**src/sdram_hold_params.svh**
```systemverilog
// Constants for the SDRAM burst controller and bus-release handshake.
// Assumes one 100 MHz system clock; all link timing counts are in memory-clock ticks.
`ifndef SDRAM_HOLD_PARAMS_SVH
`define SDRAM_HOLD_PARAMS_SVH

`define MCLK_PERIOD_NS 10
`define ECLK_HALF_DEF 5
`define BANK_W 2
`define ROW_W 12
`define COL_W 8
`define ACC_ADDR_W 22
`define PIN_ADDR_W 20
`define DATA_W 32
`define AP_BIT 10
`define BANK_LSB 12
`define BURST_WORDS 4
`define CAS_LAT_DEF 3
`define REFRESH_TICKS_DEF 780
`define MODE_WORD 20'h0_0032
`define FLOAT_MIN_E 2
`define ACK_MAX_E 2
`define DRIVE_MIN_E 2
`define DRIVE_MAX_E 7
`define CNT_SAT 3'h7

`endif

```
**src/sdram_hold_pkg.sv**
```systemverilog
// Types shared by the SDRAM bus-release design.
// Assumes nothing beyond the constants header.
package sdram_hold_pkg;

  typedef enum logic [7:0] {
    ST_INIT_PRE = 8'h01,
    ST_INIT_REF = 8'h02,
    ST_INIT_MRS = 8'h04,
    ST_RUN      = 8'h08,
    ST_HOLD_WAIT = 8'h10,
    ST_FLOATED  = 8'h20,
    ST_HELD     = 8'h40,
    ST_REDRIVE  = 8'h80
  } state_t;

  // Encoded as {row strobe, column strobe, write enable}, all active low
  typedef enum logic [2:0] {
    mode_reg_set_cmd    = 3'h0,
    refresh_cmd         = 3'h1,
    close_bank_cmd      = 3'h2,
    row_activate_cmd    = 3'h3,
    write_cmd           = 3'h4,
    read_cmd            = 3'h5,
    nop_cmd             = 3'h7
  } cmd_t;

  typedef struct packed {
    logic [3:0] chip_enable_n;
    logic [3:0] byte_enable_n;
    logic [19:0] ext_word_address;
    logic outen_rowstrobe_pin;
    logic read_colstrobe_pin;
    logic write_strobe_pin;
  } pins_t;

endpackage : sdram_hold_pkg

```
**src/ext_mem_sdram_bus_release.sv**
```systemverilog
// SDRAM burst controller with outside-master bus release handshake.
// Assumes SDRAM on one chip-enable space and a user port giving one word per tick.
//
// Contract
// - Shared strobe pins carry SDRAM row/column/write strobes
// - Use SDRAM burst counter, four-word incrementing default
// - Random or reversed order interrupts running burst
// - Any burst type streams without gaps
// - Float bus no sooner than two periods
// - Float first, then acknowledge within two periods
// - Redrive bus between two and seven periods
// - Drop acknowledge within two periods of redrive
// - Pending transactions finish before acknowledge
// - Idle interface releases with least delay
// - Inhibit input withholds release indefinitely
// - Floated group: enables, data, address, strobes
`include "sdram_hold_params.svh"
module ext_mem_sdram_bus_release #(
  parameter int ECLK_HALF = `ECLK_HALF_DEF,
  parameter int CAS_LAT = `CAS_LAT_DEF,
  parameter int REFRESH_TICKS = `REFRESH_TICKS_DEF,
  parameter logic [1:0] CE_SEL = 2'h0
) (
  input wire logic mclk,
  input wire logic rst_n,
  input wire logic bus_release_req_n,
  input wire logic release_inhibit,
  output logic bus_release_ack_n,
  output logic ext_mem_clock_out,
  output sdram_hold_pkg::pins_t ext_pins,
  output logic ext_bus_oe,
  input wire logic [`DATA_W-1:0] ext_data_in,
  output logic [`DATA_W-1:0] ext_data_out,
  output logic ext_data_oe,
  input wire logic acc_valid,
  input wire logic acc_write,
  input wire logic [`ACC_ADDR_W-1:0] acc_addr,
  input wire logic [`DATA_W-1:0] acc_wdata,
  input wire logic [3:0] acc_be_n,
  output logic acc_ready,
  output logic rd_valid,
  output logic [`DATA_W-1:0] rd_data
);
  // Margin of one tick covers the unknown phase of the first tick
  localparam logic [2:0] FLOAT_TICKS = 3'(`FLOAT_MIN_E + 1);
  localparam logic [2:0] DRIVE_TICKS = 3'(`DRIVE_MIN_E + 1);
  localparam logic [1:0] BEATS_LEFT = 2'(`BURST_WORDS - 1);

  logic rst_a_ff;
  logic rst_sync_n;
  logic tick;
  logic req_n_s;

  always_ff @(posedge mclk or negedge rst_n) begin
    if (!rst_n) begin
      rst_a_ff <= 1'b0;
      rst_sync_n <= 1'b0;
    end else begin
      rst_a_ff <= 1'b1;
      rst_sync_n <= rst_a_ff;
    end
  end

  eclk_divider #(.HALF(ECLK_HALF)) u_div (
    .mclk(mclk),
    .rst_n(rst_sync_n),
    .clk_out(ext_mem_clock_out),
    .tick(tick)
  );

  pin_sync3 #(.RESET_VAL(1'b1)) u_req_sync (
    .mclk(mclk),
    .rst_n(rst_sync_n),
    .pin(bus_release_req_n),
    .level(req_n_s)
  );

  sdram_hold_pkg::state_t state_ff, nxt_state;
  sdram_hold_pkg::pins_t pins_ff, nxt_pins;
  logic bus_oe_ff, nxt_bus_oe;
  logic ack_n_ff, nxt_ack_n;
  logic row_open_ff, nxt_row_open;
  logic [`BANK_W-1:0] bank_ff, nxt_bank;
  logic [`ROW_W-1:0] row_ff, nxt_row;
  logic [`COL_W-1:0] col_ff, nxt_col;
  logic last_wr_ff, nxt_last_wr;
  logic [1:0] beats_ff, nxt_beats;
  logic [CAS_LAT-1:0] rd_pipe_ff;
  logic rd_issue;
  logic [`DATA_W-1:0] dout_ff, nxt_dout;
  logic dout_oe_ff, nxt_dout_oe;
  logic [2:0] lo_cnt_ff;
  logic [2:0] hi_cnt_ff;
  logic [15:0] ref_cnt_ff;
  logic ref_due_ff;
  logic ref_issue;
  logic accept;

  wire [`BANK_W-1:0] a_bank = acc_addr[`ACC_ADDR_W-1 -: `BANK_W];
  wire [`ROW_W-1:0] a_row = acc_addr[`COL_W +: `ROW_W];
  wire [`COL_W-1:0] a_col = acc_addr[`COL_W-1:0];
  wire row_hit = row_open_ff && (a_bank == bank_ff) && (a_row == row_ff);
  // Next word of the running burst, not past its aligned four-word group
  wire seq_word = (beats_ff != 2'h0) && (acc_write == last_wr_ff)
    && (a_col == col_ff + `COL_W'(1)) && (a_col[1:0] != 2'h0);
  wire rd_busy = (|rd_pipe_ff) || ((beats_ff != 2'h0) && !last_wr_ff);
  wire hold_want = !req_n_s && !release_inhibit;
  wire stop_req = hold_want || ref_due_ff;
  wire wr_blocked = acc_write && rd_busy;
  wire [3:0] ce_sel_n = ~(4'h1 << CE_SEL);

  function automatic sdram_hold_pkg::pins_t mk_cmd(input sdram_hold_pkg::cmd_t c,
      input logic [19:0] addr, input logic [3:0] ce_n, input logic [3:0] be_n);
    sdram_hold_pkg::pins_t p;
    p.chip_enable_n = ce_n;
    p.byte_enable_n = be_n;
    p.ext_word_address = addr;
    // strobe pins act as row, column, write
    p.outen_rowstrobe_pin = c[2];
    p.read_colstrobe_pin = c[1];
    p.write_strobe_pin = c[0];
    return p;
  endfunction : mk_cmd

  wire [19:0] act_addr = {6'h00, a_bank, a_row};
  wire [19:0] col_addr = {6'h00, a_bank, 4'h0, a_col};
  wire [19:0] close_one_addr = {6'h00, bank_ff, 12'h000};
  wire [19:0] close_all_addr = 20'h0_0001 << `AP_BIT;

  always_comb begin
    nxt_state = state_ff;
    nxt_pins = mk_cmd(sdram_hold_pkg::nop_cmd, pins_ff.ext_word_address, 4'hF, 4'hF);
    nxt_bus_oe = bus_oe_ff;
    nxt_ack_n = ack_n_ff;
    nxt_row_open = row_open_ff;
    nxt_bank = bank_ff;
    nxt_row = row_ff;
    nxt_col = col_ff;
    nxt_last_wr = last_wr_ff;
    nxt_beats = (beats_ff != 2'h0) ? beats_ff - 2'h1 : 2'h0;
    nxt_dout = dout_ff;
    nxt_dout_oe = 1'b0;
    rd_issue = 1'b0;
    ref_issue = 1'b0;
    accept = 1'b0;
    case (state_ff)
      sdram_hold_pkg::ST_INIT_PRE: begin
        nxt_pins = mk_cmd(sdram_hold_pkg::close_bank_cmd, close_all_addr, ce_sel_n, 4'hF);
        nxt_state = sdram_hold_pkg::ST_INIT_REF;
      end
      sdram_hold_pkg::ST_INIT_REF: begin
        nxt_pins = mk_cmd(sdram_hold_pkg::refresh_cmd, 20'h0_0000, ce_sel_n, 4'hF);
        nxt_state = sdram_hold_pkg::ST_INIT_MRS;
      end
      sdram_hold_pkg::ST_INIT_MRS: begin
        // mode word selects four-word incrementing bursts
        nxt_pins = mk_cmd(sdram_hold_pkg::mode_reg_set_cmd, `MODE_WORD, ce_sel_n, 4'hF);
        nxt_state = sdram_hold_pkg::ST_RUN;
      end
      sdram_hold_pkg::ST_RUN: begin
        if (stop_req) begin
          // let bursts and read returns drain first
          if (rd_busy || (beats_ff != 2'h0)) begin
            if (last_wr_ff) begin
              nxt_dout_oe = 1'b1;
            end
          end else if (row_open_ff) begin
            nxt_pins = mk_cmd(sdram_hold_pkg::close_bank_cmd, close_all_addr, ce_sel_n, 4'hF);
            nxt_row_open = 1'b0;
          end else if (ref_due_ff) begin
            nxt_pins = mk_cmd(sdram_hold_pkg::refresh_cmd, 20'h0_0000, ce_sel_n, 4'hF);
            ref_issue = 1'b1;
          end else begin
            // nothing pending, go straight to release
            nxt_state = sdram_hold_pkg::ST_HOLD_WAIT;
          end
        end else if (acc_valid && row_hit && !wr_blocked) begin
          accept = 1'b1;
          nxt_col = a_col;
          nxt_last_wr = acc_write;
          nxt_dout = acc_wdata;
          nxt_dout_oe = acc_write;
          rd_issue = !acc_write;
          if (seq_word) begin
            // burst counter advances, no command, no gap
            nxt_pins = mk_cmd(sdram_hold_pkg::nop_cmd, pins_ff.ext_word_address, ce_sel_n,
              acc_be_n);
          end else begin
            // new column interrupts the running burst
            nxt_pins = mk_cmd(acc_write ? sdram_hold_pkg::write_cmd : sdram_hold_pkg::read_cmd,
              col_addr, ce_sel_n, acc_be_n);
            nxt_beats = BEATS_LEFT;
          end
        end else if (acc_valid && row_open_ff && !row_hit && !rd_busy && beats_ff == 2'h0) begin
          nxt_pins = mk_cmd(sdram_hold_pkg::close_bank_cmd, close_one_addr, ce_sel_n, 4'hF);
          nxt_row_open = 1'b0;
        end else if (acc_valid && !row_open_ff) begin
          nxt_pins = mk_cmd(sdram_hold_pkg::row_activate_cmd, act_addr, ce_sel_n, 4'hF);
          nxt_row_open = 1'b1;
          nxt_bank = a_bank;
          nxt_row = a_row;
        end else if (beats_ff != 2'h0 && last_wr_ff) begin
          // Unused tail of a write burst is masked off
          nxt_dout_oe = 1'b1;
        end
      end
      sdram_hold_pkg::ST_HOLD_WAIT: begin
        // inhibit or withdrawn request returns to service
        if (!hold_want) begin
          nxt_state = sdram_hold_pkg::ST_RUN;
        // float only after enough low ticks
        end else if (lo_cnt_ff >= FLOAT_TICKS) begin
          nxt_bus_oe = 1'b0;
          nxt_state = sdram_hold_pkg::ST_FLOATED;
        end
      end
      sdram_hold_pkg::ST_FLOATED: begin
        nxt_ack_n = 1'b0;
        nxt_state = sdram_hold_pkg::ST_HELD;
      end
      sdram_hold_pkg::ST_HELD: begin
        // redrive after three high ticks, inside two to seven periods
        if (req_n_s && hi_cnt_ff >= DRIVE_TICKS) begin
          nxt_bus_oe = 1'b1;
          nxt_state = sdram_hold_pkg::ST_REDRIVE;
        end
      end
      sdram_hold_pkg::ST_REDRIVE: begin
        // drop acknowledge one tick after redrive
        nxt_ack_n = 1'b1;
        nxt_state = sdram_hold_pkg::ST_RUN;
      end
      default: begin
        nxt_state = sdram_hold_pkg::ST_INIT_PRE;
      end
    endcase
  end

  assign acc_ready = tick && accept;

  always_ff @(posedge mclk or negedge rst_sync_n) begin
    if (!rst_sync_n) begin
      state_ff <= sdram_hold_pkg::ST_INIT_PRE;
      pins_ff <= '1;
      bus_oe_ff <= 1'b1;
      ack_n_ff <= 1'b1;
      row_open_ff <= 1'b0;
      bank_ff <= '0;
      row_ff <= '0;
      col_ff <= '0;
      last_wr_ff <= 1'b0;
      beats_ff <= 2'h0;
      dout_ff <= '0;
      dout_oe_ff <= 1'b0;
    end else if (tick) begin
      state_ff <= nxt_state;
      pins_ff <= nxt_pins;
      bus_oe_ff <= nxt_bus_oe;
      ack_n_ff <= nxt_ack_n;
      row_open_ff <= nxt_row_open;
      bank_ff <= nxt_bank;
      row_ff <= nxt_row;
      col_ff <= nxt_col;
      last_wr_ff <= nxt_last_wr;
      beats_ff <= nxt_beats;
      dout_ff <= nxt_dout;
      dout_oe_ff <= nxt_dout_oe;
    end
  end

  // Read returns: data is sampled at the tick, where the memory clock gives it settled
  always_ff @(posedge mclk or negedge rst_sync_n) begin
    if (!rst_sync_n) begin
      rd_pipe_ff <= '0;
      rd_valid <= 1'b0;
      rd_data <= '0;
    end else begin
      rd_valid <= 1'b0;
      if (tick) begin
        rd_pipe_ff <= {rd_pipe_ff[CAS_LAT-2:0], rd_issue};
        if (rd_pipe_ff[CAS_LAT-1]) begin
          rd_valid <= 1'b1;
          rd_data <= ext_data_in;
        end
      end
    end
  end

  // Request level counted in ticks; refresh due flag set wins over clear
  always_ff @(posedge mclk or negedge rst_sync_n) begin
    if (!rst_sync_n) begin
      lo_cnt_ff <= 3'h0;
      hi_cnt_ff <= 3'h0;
      ref_cnt_ff <= 16'h0000;
      ref_due_ff <= 1'b0;
    end else if (tick) begin
      lo_cnt_ff <= req_n_s ? 3'h0 : ((lo_cnt_ff == `CNT_SAT) ? lo_cnt_ff : lo_cnt_ff + 3'h1);
      hi_cnt_ff <= !req_n_s ? 3'h0 : ((hi_cnt_ff == `CNT_SAT) ? hi_cnt_ff : hi_cnt_ff + 3'h1);
      if (ref_cnt_ff == 16'(REFRESH_TICKS - 1)) begin
        ref_cnt_ff <= 16'h0000;
        ref_due_ff <= 1'b1;
      end else begin
        ref_cnt_ff <= ref_cnt_ff + 16'h0001;
        if (ref_issue) begin
          ref_due_ff <= 1'b0;
        end
      end
    end
  end

  // one enable floats enables, address, strobes and data together
  assign ext_bus_oe = bus_oe_ff;
  assign ext_pins = pins_ff;
  assign ext_data_out = dout_ff;
  assign ext_data_oe = dout_oe_ff && bus_oe_ff;
  assign bus_release_ack_n = ack_n_ff;

  // Checks
  localparam int E_CYC = 2 * ECLK_HALF;
  localparam int ACK_WIN = `ACK_MAX_E * E_CYC;
  logic [15:0] lo_mclk_ff;
  logic [15:0] hi_mclk_ff;
  always_ff @(posedge mclk or negedge rst_sync_n) begin
    if (!rst_sync_n) begin
      lo_mclk_ff <= 16'h0000;
      hi_mclk_ff <= 16'h0000;
    end else begin
      lo_mclk_ff <= req_n_s ? 16'h0000 : lo_mclk_ff + {15'h0000, lo_mclk_ff != 16'hFFFF};
      hi_mclk_ff <= !req_n_s ? 16'h0000 : hi_mclk_ff + {15'h0000, hi_mclk_ff != 16'hFFFF};
    end
  end
endmodule : ext_mem_sdram_bus_release

```
**src/pin_sync3.sv**
```systemverilog
// Three-stage synchroniser for a pin from outside the clock domain.
// Output changes only once stages two and three agree.
module pin_sync3 #(
  parameter logic RESET_VAL = 1'b1
) (
  input wire logic mclk,
  input wire logic rst_n,
  input wire logic pin,
  output logic level
);
  logic s1_ff;
  logic s2_ff;
  logic s3_ff;

  always_ff @(posedge mclk or negedge rst_n) begin
    if (!rst_n) begin
      s1_ff <= RESET_VAL;
      s2_ff <= RESET_VAL;
      s3_ff <= RESET_VAL;
      level <= RESET_VAL;
    end else begin
      s1_ff <= pin;
      s2_ff <= s1_ff;
      s3_ff <= s2_ff;
      if (s2_ff == s3_ff) begin
        level <= s3_ff;
      end
    end
  end
endmodule : pin_sync3

```
**src/eclk_divider.sv**
```systemverilog
// Divides the system clock into the external memory clock.
// Tick is a one-cycle enable at each rising edge of the divided clock.
module eclk_divider #(
  parameter int HALF = 5
) (
  input wire logic mclk,
  input wire logic rst_n,
  output logic clk_out,
  output logic tick
);
  logic [7:0] cnt_ff;
  wire wrap = (cnt_ff == 8'(HALF - 1));

  always_ff @(posedge mclk or negedge rst_n) begin
    if (!rst_n) begin
      cnt_ff <= 8'h00;
      clk_out <= 1'b0;
      tick <= 1'b0;
    end else begin
      cnt_ff <= wrap ? 8'h00 : cnt_ff + 8'h01;
      if (wrap) begin
        clk_out <= ~clk_out;
      end
      tick <= wrap & ~clk_out;
    end
  end
endmodule : eclk_divider

```
**config.mk**
```make
export PLATFORM = sky130hd
export DESIGN_NAME = ext_mem_sdram_bus_release
export DESIGN_NICKNAME = d
export VERILOG_FILES = /design/src/sdram_hold_pkg.sv /design/src/ext_mem_sdram_bus_release.sv /design/src/pin_sync3.sv /design/src/eclk_divider.sv
export VERILOG_INCLUDE_DIRS = /design/src
export SDC_FILE = /design/constraint.sdc
export NUM_CORES = 1
export LEC_CHECK = 0
export BUFFER_PORTS_ARGS = -buffer_cell sky130_fd_sc_hd__buf_2
export CORE_UTILIZATION = 58
export CTS_CLUSTER_SIZE = 12
export DETAILED_ROUTE_END_ITERATION = 8
export GPL_TIMING_DRIVEN = 0
export HOLD_SLACK_MARGIN = 0.12
export PLACE_DENSITY = 0.86
export SETUP_SLACK_MARGIN = 0.1
export SYNTH_ARGS = -nofsm -noshare
export SYNTH_HDL_FRONTEND = slang
export SYNTH_HIERARCHICAL = 1
export SYNTH_SLANG_ARGS = --single-unit
export TNS_END_PERCENT = 20
```
**constraint.sdc**
```tcl
create_clock -name mclk -period 12.45 [get_ports mclk]
set_input_delay 1.245 -clock mclk [delete_from_list [all_inputs] [get_ports mclk]]
set_output_delay 1.245 -clock mclk [all_outputs]
set_load 0.01 [all_outputs]
```
==> flow_summary.ini, run 1 <==
[outcome]
status = completed

[sta]
fin_crit_sh_pct = 32.4
max_clock_freq_ghz = 0.248
final_max_slew_viol_count = 0
rsz0062_at_grt = no
finalSetupTns_ns = 0
min_period_ns = 4.03
finClkSkew_ns = 0.0109
setup_viol = 0
hold_viol = 0
worstMarginPinSlew_ns = 0.755
relSlewSlack_pct = 49.2

[place]
dpl_cell_area_um2 = 9020
hpwl_mm = 13.0
place.gp.congestion = 0.863
dpl.cell_count = 1087
io_buffers = 192

[die]
die_h_um = 118
rows = 41
coreArea_um2 = 12800
io_pins = 197
die_width_um = 118
start_util_pct = 60.6
die-area_um2 = 13900

[cts]
numCtsBuffers = 17
clock_sinks = 167
h-tree-depth = 4
clock-root-buffer = clkbuf_16
post_cts_buffers = 0
cts_buffer_depth = 2
worstSkewPairLatency_ns = 0.42
cts_resized = 0
path_clk_slew_ns = 0.06
postCtsHoldBufs = 0
cts_tree = yes

[route]
drt_iter0_markers = 462
dr.pass1.iters = 6
viasPerCell = 5.50
via_count = 6160
ant_nets = 0
totalWireLength_mm = 17.9
wire_per_inst_um = 16.0
drc = 0

[synth]
synth-seq-cells = 167
yosysSeqAreaShare_pct = 54.2
yosys_warnings = 6
synthArstFlopShare_pct = 100
synth-edff-count = 0
syn_avg_cell_area_um2 = 10.8
synth_top_cell_by_area = dfrtp_1
synth_area_leaders = dfrtp_1, dfstp_2, mux2_2
synthFlopType = dfrtp_1
synth_top_area_share_pct = 44.1
yosysUniqueCellTypes = 67
synth_area_um2 = 7770
ys_top_cells_by_count = dfrtp_1, nand2_1, mux2_2
syn-instance-count = 718

[layout]
final_nets = 1040
fin_cells = 1119
final_area_um2 = 9590
drive_gt1_share_pct = 36.1
fill_cells = 925
syn_to_final_growth_pct = 23.4
antenna_cells = 0

[grt]
track_usage_pct = 27.1
grt_pass1_wl_mm = 30.0
grt_max_degree = 62
antenna_found_initial = 0
first_global_vias = 6278
gr-total-overflow = 0

[setup_path]
timing.critical_path.fanout_max = 3
path_common_cell = buf_2
crit_path_top_delay_cell = nor4_1
worstRegToRegCells = 9
slowest_delay_ns = 0.43
crit_path_start = acc_addr[11]
end_kind = primary output
r2r_slack_ns = 9.15
crit_path_start_kind = input pin
r2r_end = ext_data_out[28]$_DFFE_PN0P_
cp.required_ns = 11.20
cp_data_arrival_time_ns = 2.78
r2r-start = row_ff[8]$_DFFE_PN0P_
critPathKind = input pin to primary output
path_cells = buf_2 > xnor2_1 > nand4_1 > nor4_1 > and3_1 > nand2_1 > nor2_1 > buf_2

[power_and_ir_drop]
power_leakage_nw = 4.69
power_density_nw_per_um2 = 123
peakVddDrop_mv = 0.107

[hold_path]
hold_class = flip-flop to async pin

[run]
max-cap-violations = 0
worst max-delay path: cells and delay by family:
kind | cells | cell delay (ns)
xor+xnor | 1 | 0.24
simple gates | 5 | 1.02
buf+inv | 2 | 0.27
how the worst max path moves through the flow:
stage                                               to  slack [ns]  cells past startpoint
after global placement           row_ff[6]$_DFFE_PN0P_        5.74                      0
after global routing                         acc_ready        8.31                      8
final                                        acc_ready        8.42                      8
after detailed placement  ext_data_out[19]$_DFFE_PN0P_        8.22                     10
after floorplan                 bank_ff[0]$_DFFE_PN0P_        7.50                      0
after CTS                                    acc_ready        8.46                      8
metrics by stage:
step           setup slack [ns]  utilization [%]  hold WS [ns]  total power [mW]
2_1_floorplan              7.50                -         0.331             0.636
3_3_place_gp               5.74             69.9         0.334             0.673
3_5_place_dp               8.22             70.3         0.343             0.679
4_1_cts                    8.46             74.8         0.356              1.19
5_1_grt                    8.31             74.8         0.365              1.22
6_report                   8.42             74.8         0.352              1.18
cells in the final DEF (no fill, tap or decap), types with 5 or more instances in the layout:
cell type / synthesis / routed
buf_2: 6 / 198
nand2_1: 137 / 137
dfrtp_1: 137 / 136
mux2_2: 61 / 61
nor2_1: 38 / 38
xnor2_1: 36 / 36
dfstp_2: 30 / 30
inv_1: 25 / 25
clkbuf_1: 19 / 25
o21ai_0: 20 / 20
nand3_1: 18 / 18
clkbuf_16: 0 / 17
a21oi_1: 15 / 15
nand4_1: 13 / 13
xor2_1: 10 / 10
ha_1: 10 / 10
and3_1: 8 / 8
buf_4: 8 / 8
nor2b_1: 7 / 7
o22a_1: 7 / 7
nor3_1: 6 / 6
a32oi_1: 6 / 6
buf_1: 5 / 5
or4_1: 5 / 5
o22ai_1: 5 / 5
o2bb2ai_1: 5 / 5
cell families after synthesis:
kind of cell | Yosys count | share of synthesized area [%]
other | 1 | 0.0482
flip-flops | 167 | 54.2
buffers and inverters | 64 | 3.67
XOR/XNOR | 46 | 5.18
AO/OA/AOI/OAI | 96 | 8.96
multiplexers | 67 | 9.80
AND/OR/NAND/NOR | 266 | 16.4
adder cells (fa/ha/maj) | 11 | 1.75
where the power goes:
group	internal, mW	total [mW]	switching, mW	leakage (nW)
clock	0.306	0.512	0.205	0.275
combinational	0.0442	0.0955	0.0512	2.32
sequential	0.562	0.575	0.0134	2.10
total	0.912	1.18	0.270	4.69
registers in the layout, indices dropped and copies added (netlist names), 2 cells and up:
name          count
col_ff            8
row_ff           12
ref_cnt_ff       16
ext_pins         23
rd_pipe_ff        3
rd_data          32
hi_cnt_ff         3
state_ff          8
lo_cnt_ff         3
u_div/cnt_ff      8
beats_ff          2
ext_data_out     32
bank_ff           2
area by class of cell:
class | count | area (um^2) | area share, %
Timing Repair Buffer | 194 | 1020 | 10.6
Tap cell | 172 | 215 | 2.24
Buffer | 39 | 191 | 2.00
Multi-Input combinational cell | 490 | 3280 | 34.2
Inverter | 25 | 93.8 | 0.978
Clock inverter | 7 | 95.1 | 0.991
Clock buffer | 25 | 475 | 4.96
Sequential cell | 167 | 4220 | 44.0
metal layers:
metal	part of all wire, %	vias to the layer above	track usage, %	wire length, um
met2	50	229	45.8	8910
met1	42	2992	33.7	7590
met4	1.9	0	10.3	334
li1	-	2907	-	-
met5	0	-	0	0
met3	6.1	32	6.64	1100
No activity file was read; power rests on OpenSTA's default activity.
==> inputs of run 2 (changes only) <==
Settings changed: CORE_UTILIZATION 58 to 53, PLACE_DENSITY 0.86 to 0.8.
Clock period 12.45 ns to 4 ns, I/O delays scaled along.
==> flow_summary.ini, run 2 (synthesis gave the netlist of run 1 again) <==
[place]
io_buffers = 192
dpl.cell_count = 1095
place.gp.congestion = 0.844
dpl_cell_area_um2 = 9030
hpwl_mm = 13.2

[setup_path]
r2r_slack_ns = 0.71
worstRegToRegCells = 9
cp_data_arrival_time_ns = 3.61
end_kind = flip-flop
timing.critical_path.fanout_max = 10
slowest_delay_ns = 0.63
crit_end = ext_data_out[20]$_DFFE_PN0P_
crit_path_start = row_ff[6]$_DFFE_PN0P_
crit_path_start_kind = flip-flop
path_cells = xnor2_1 > nand4_1 > or4_1 > nor3_1 > nand3_1 > clkbuf_1 > clkbuf_1 > nand2_1 > nand2_1
crit_path_top_delay_cell = or4_1
r2r_end = ext_data_out[20]$_DFFE_PN0P_
cp.required_ns = 4.32
critPathKind = flip-flop to flip-flop
r2r-start = row_ff[6]$_DFFE_PN0P_

[sta]
max_clock_freq_ghz = 0.304
setup_viol = 0
final_max_slew_viol_count = 0
relSlewSlack_pct = 51.8
finClkSkew_ns = 0.00802
min_period_ns = 3.29
finalSetupTns_ns = 0
rsz0062_at_grt = no
hold_viol = 0
worstMarginPinSlew_ns = 0.717
fin_crit_sh_pct = 82.3

[cts]
cts_buffer_depth = 2
h-tree-depth = 4
cts_tree = yes
path_clk_slew_ns = 0.07
clock_sinks = 167
clock-root-buffer = clkbuf_16
worstSkewPairLatency_ns = 0.43
numCtsBuffers = 17
cts_resized = 0

[layout]
fin_cells = 1129
final_cell_mix = buf_2, nand2_1, dfrtp_1
antenna_cells = 0
final_nets = 1042
syn_to_final_growth_pct = 24.0
layout_commonest_cell = buf_2
drive_gt1_share_pct = 36.7
post-route-util_pct = 68.4
final_area_um2 = 9640

[die]
die_width_um = 123
rows = 43
io_pins = 197
start_util_pct = 55.2
coreArea_um2 = 14100
die_h_um = 123
die-area_um2 = 15200

[route]
wire_per_inst_um = 15.9
drc = 0
drt_iter0_markers = 351
totalWireLength_mm = 18.0
dr.pass1.iters = 5
viasPerCell = 5.45
via_count = 6158
ant_nets = 0

[power_and_ir_drop]
peakVddDrop_mv = 0.254
power_frac_clock_pct = 43.7
pwr-share-comb_pct = 8.0
power_density_nw_per_um2 = 385
power_leakage_nw = 4.72
seq_power_share_pct = 48.3
intPower_mw = 2.83
p_sw_share_pct = 23.8
power_mw = 3.71
p_switching_uw = 884

[hold_path]
min_from = acc_wdata[31]
hold_class = input pin to flip-flop

[grt]
antenna_found_initial = 0
first_global_vias = 6019
grt_max_degree = 59
gr-total-overflow = 0
track_usage_pct = 25.1
grt_pass1_wl_mm = 29.2

[run]
max-cap-violations = 0

[outcome]
status = completed
==> run 2: cell types whose count changed in the layout (fill, tap and decap cells not counted), sizes merged <==
cell,previous run,this run
clkbuf,44,37
dlygate4sd3,0,2
clkinv,4,8
inv,25,28
==> run 2: power groups by stage <==
stage	Sequential, mW	Combinational [mW]	Clock (mW)
after floorplan	1.84	0.139	0
after global placement	1.84	0.258	0
after detailed placement	1.82	0.293	0
after CTS	1.79	0.298	1.65
after global routing	1.80	0.328	1.72
final	1.79	0.297	1.62
==> run 2: what timing repair did <==
item / in CTS / in global routing
buffers inserted: 0 / 0
hold endpoints to repair: 3 / 0
hold buffers: 2 / 0
==> run 2: area by class of cell <==
type	count	area (um^2)
Fill cell	1081	4460
Sequential cell	167	4220
Multi-Input combinational cell	490	3280
Timing Repair Buffer	196	1040
Clock buffer	18	439
Tap cell	180	225
Buffer	39	191
Clock inverter	14	148
Inverter	25	93.8
==> run 2: how the worst min path moves through the flow <==
stage / endpoint / slack, ns / cells after the start
3_5_place_dp: rst_a_ff$_DFF_PN0_ / 0.19 / 1
5_1_grt: ext_data_out[3]$_DFFE_PN0P_ / 0.16 / 3
3_3_place_gp: rst_a_ff$_DFF_PN0_ / 0.19 / 1
6_report: ext_data_out[31]$_DFFE_PN0P_ / 0.16 / 3
4_1_cts: ext_data_out[31]$_DFFE_PN0P_ / 0.15 / 3
2_1_floorplan: rst_a_ff$_DFF_PN0_ / 0.10 / 0
==> run 2: through the flow <==
stage               worst slack, ns  hold WS (ns)
detailed placement            0.648         0.193
finish                        0.709         0.162
global route                  0.445         0.160
CTS                           0.724         0.151
global placement              0.294         0.187
floorplan                      1.20         0.104
==> run 2: critical path: cells and delay by family (launching register included) <==
kind          cells  cell delay, ns
xor+xnor          1            0.27
buf+inv           2            0.67
flops             1            0.39
simple gates      6            1.84
==> run 2: layer usage <==
layer  global-route usage, %  up-vias  routed length [um]
met5                       0        -                   0
met4                    9.41        0                 450
met3                    7.47       41                1310
met2                    41.3      243                8840
met1                    31.2     2955                7400
li1                        -     2919                   -
==> inputs of run 3 (changes only) <==
Settings changed: CORE_UTILIZATION 53 to 48, PLACE_DENSITY 0.8 to 0.76.
Clock period 4 ns to 2.9 ns, I/O delays scaled along.
==> flow_summary.ini, run 3 (synthesis gave the netlist of run 1 again) <==
[hold_path]
hold_class = input pin to flip-flop

[cts]
clock-root-buffer = clkbuf_16
path_clk_slew_ns = 0.07
worstSkewPairLatency_ns = 0.43
cts_buffer_depth = 2
cts_tree = yes
numCtsBuffers = 17
clock_sinks = 167
h-tree-depth = 4

[sta]
rsz0062_at_grt = yes
fin_crit_sh_pct = 95.5
hold_viol = 0
min_period_ns = 2.77
finalSetupTns_ns = 0
final_max_slew_viol_count = 0
worstMarginPinSlew_ns = 0.812
setup_viol = 0
max_clock_freq_ghz = 0.361
relSlewSlack_pct = 45.7
finClkSkew_ns = 0.0114
holdWs_ns = 0.141

[setup_path]
cp_data_arrival_time_ns = 3.12
path_cells = nor3_1 > and2_1 > nand2_1 > nor3b_1 > o41ai_4 > a31oi_4 > buf_4 > mux2_2
r2r_slack_ns = 0.13
timing.critical_path.fanout_max = 5
critPathKind = flip-flop to flip-flop
crit_path_start_kind = flip-flop
slowest_delay_ns = 0.70
cp.required_ns = 3.26
crit_path_top_delay_cell = nor3b_1
end_kind = flip-flop

[die]
coreArea_um2 = 15800
die-area_um2 = 16700
start_util_pct = 49.1
die_h_um = 129
die_width_um = 129
rows = 46
io_pins = 197

[route]
viasPerCell = 5.32
dr.pass1.iters = 7
ant_nets = 0
wire_per_inst_um = 16.1
drc = 0
via_count = 6587
drt_iter0_markers = 585
totalWireLength_mm = 19.9

[grt]
grt_max_degree = 61
grt_pass1_wl_mm = 32.0
gr-total-overflow = 0
track_usage_pct = 24.6
antenna_found_initial = 0
first_global_vias = 6687

[place]
dpl_cell_area_um2 = 9080
io_buffers = 192
hpwl_mm = 12.6
place.gp.congestion = 0.869

[layout]
layout_commonest_cell = buf_2
final_nets = 1116
antenna_cells = 0
post-route-util_pct = 66.3
final_cell_mix = buf_2, dfrtp_1, nand2_1
final_area_um2 = 10500
drive_gt1_share_pct = 36.4
syn_to_final_growth_pct = 35.0

[power_and_ir_drop]
power_leakage_nw = 5.07
power_mw = 5.16
peakVddDrop_mv = 0.423
power_density_nw_per_um2 = 492

[run]
max-cap-violations = 0

[outcome]
status = completed
-- run 3: cell types whose count changed in the layout (fill, tap and decap cells not counted), moves of 2 or more --
cell	change
nand2_1	-3
nor2_1	-2
buf_4	+7
dlygate4sd3_1	+70
inv_6	+2
nand2_2	+3
clkinv_4	+2
clkbuf_2	+4
nor2_2	+2
clkbuf_1	-10
clkinv_2	-2
-- run 3: critical path, delay by kind of cell (launching register included) --
family	cells	cell delay (ns)
compound gates	2	0.41
buf+inv	1	0.18
flops	1	0.39
mux	1	0.34
simple gates	4	1.38
-- run 3: power breakdown --
group | internal [mW] | leakage, nW | switching [mW]
Combinational | 0.256 | 2.69 | 0.243
Clock | 1.20 | 0.281 | 0.990
Sequential | 2.41 | 2.10 | 0.0621
-- run 3: per-stage QoR --
| stage | worst slack [ns] | std cells |
|---|---|---|
| floorplan | 0.105 | 721 |
| CTS | 0.0777 | 1238 |
| global route | 0.0429 | 1239 |
| global placement | -0.848 | 1129 |
| detailed placement | -0.488 | 1131 |
| finish | 0.131 | 1239 |
-- run 3: repair_timing --
item | 4_1_cts | 5_1_grt
hold endpoints to repair | 73 | 0
pin swaps | 3 | 2
hold buffers | 72 | 0
resized for setup | 18 | 21
setup buffers | 3 | 1
endpoints found under the setup margin | 74 | 60
cloned | 0 | 0
-- run 3: final timing paths --
path                                           start  cells past startpoint                 endpoint
max                        rd_pipe_ff[1]$_DFFE_PN0P_                      8  ext_pins[7]$_DFFE_PN1P_
min                                     acc_addr[19]                      3   row_ff[11]$_DFFE_PN0P_
max reg2reg                rd_pipe_ff[1]$_DFFE_PN0P_                      8  ext_pins[7]$_DFFE_PN1P_
min reg2reg                       rst_a_ff$_DFF_PN0_                      0     rst_sync_n$_DFF_PN0_
max in group asynchronous       rst_sync_n$_DFF_PN0_                      2  ext_pins[2]$_DFFE_PN1P_
min in group asynchronous                      rst_n                      2     rst_sync_n$_DFF_PN0_
-- run 3: per-layer routing --
| layer | routed length [um] | GRT usage, % | vias up |
|---|---|---|---|
| met2 | 9930 | 41.0 | 250 |
| met5 | 0 | 0 | - |
| met1 | 8370 | 30.8 | 3225 |
| met4 | 529 | 10.4 | 0 |
| li1 | - | - | 3065 |
| met3 | 1130 | 5.82 | 47 |
-- run 3: cell type report --
class | count | area (um^2)
fillers | 1178 | 5330
flip-flops and latches | 167 | 4220
multi-input cells | 490 | 3350
repair buffers | 270 | 1770
clock buffers | 17 | 425
well taps | 216 | 270
plain buffers | 39 | 220
clock inverters | 15 | 148
inverters | 25 | 93.8
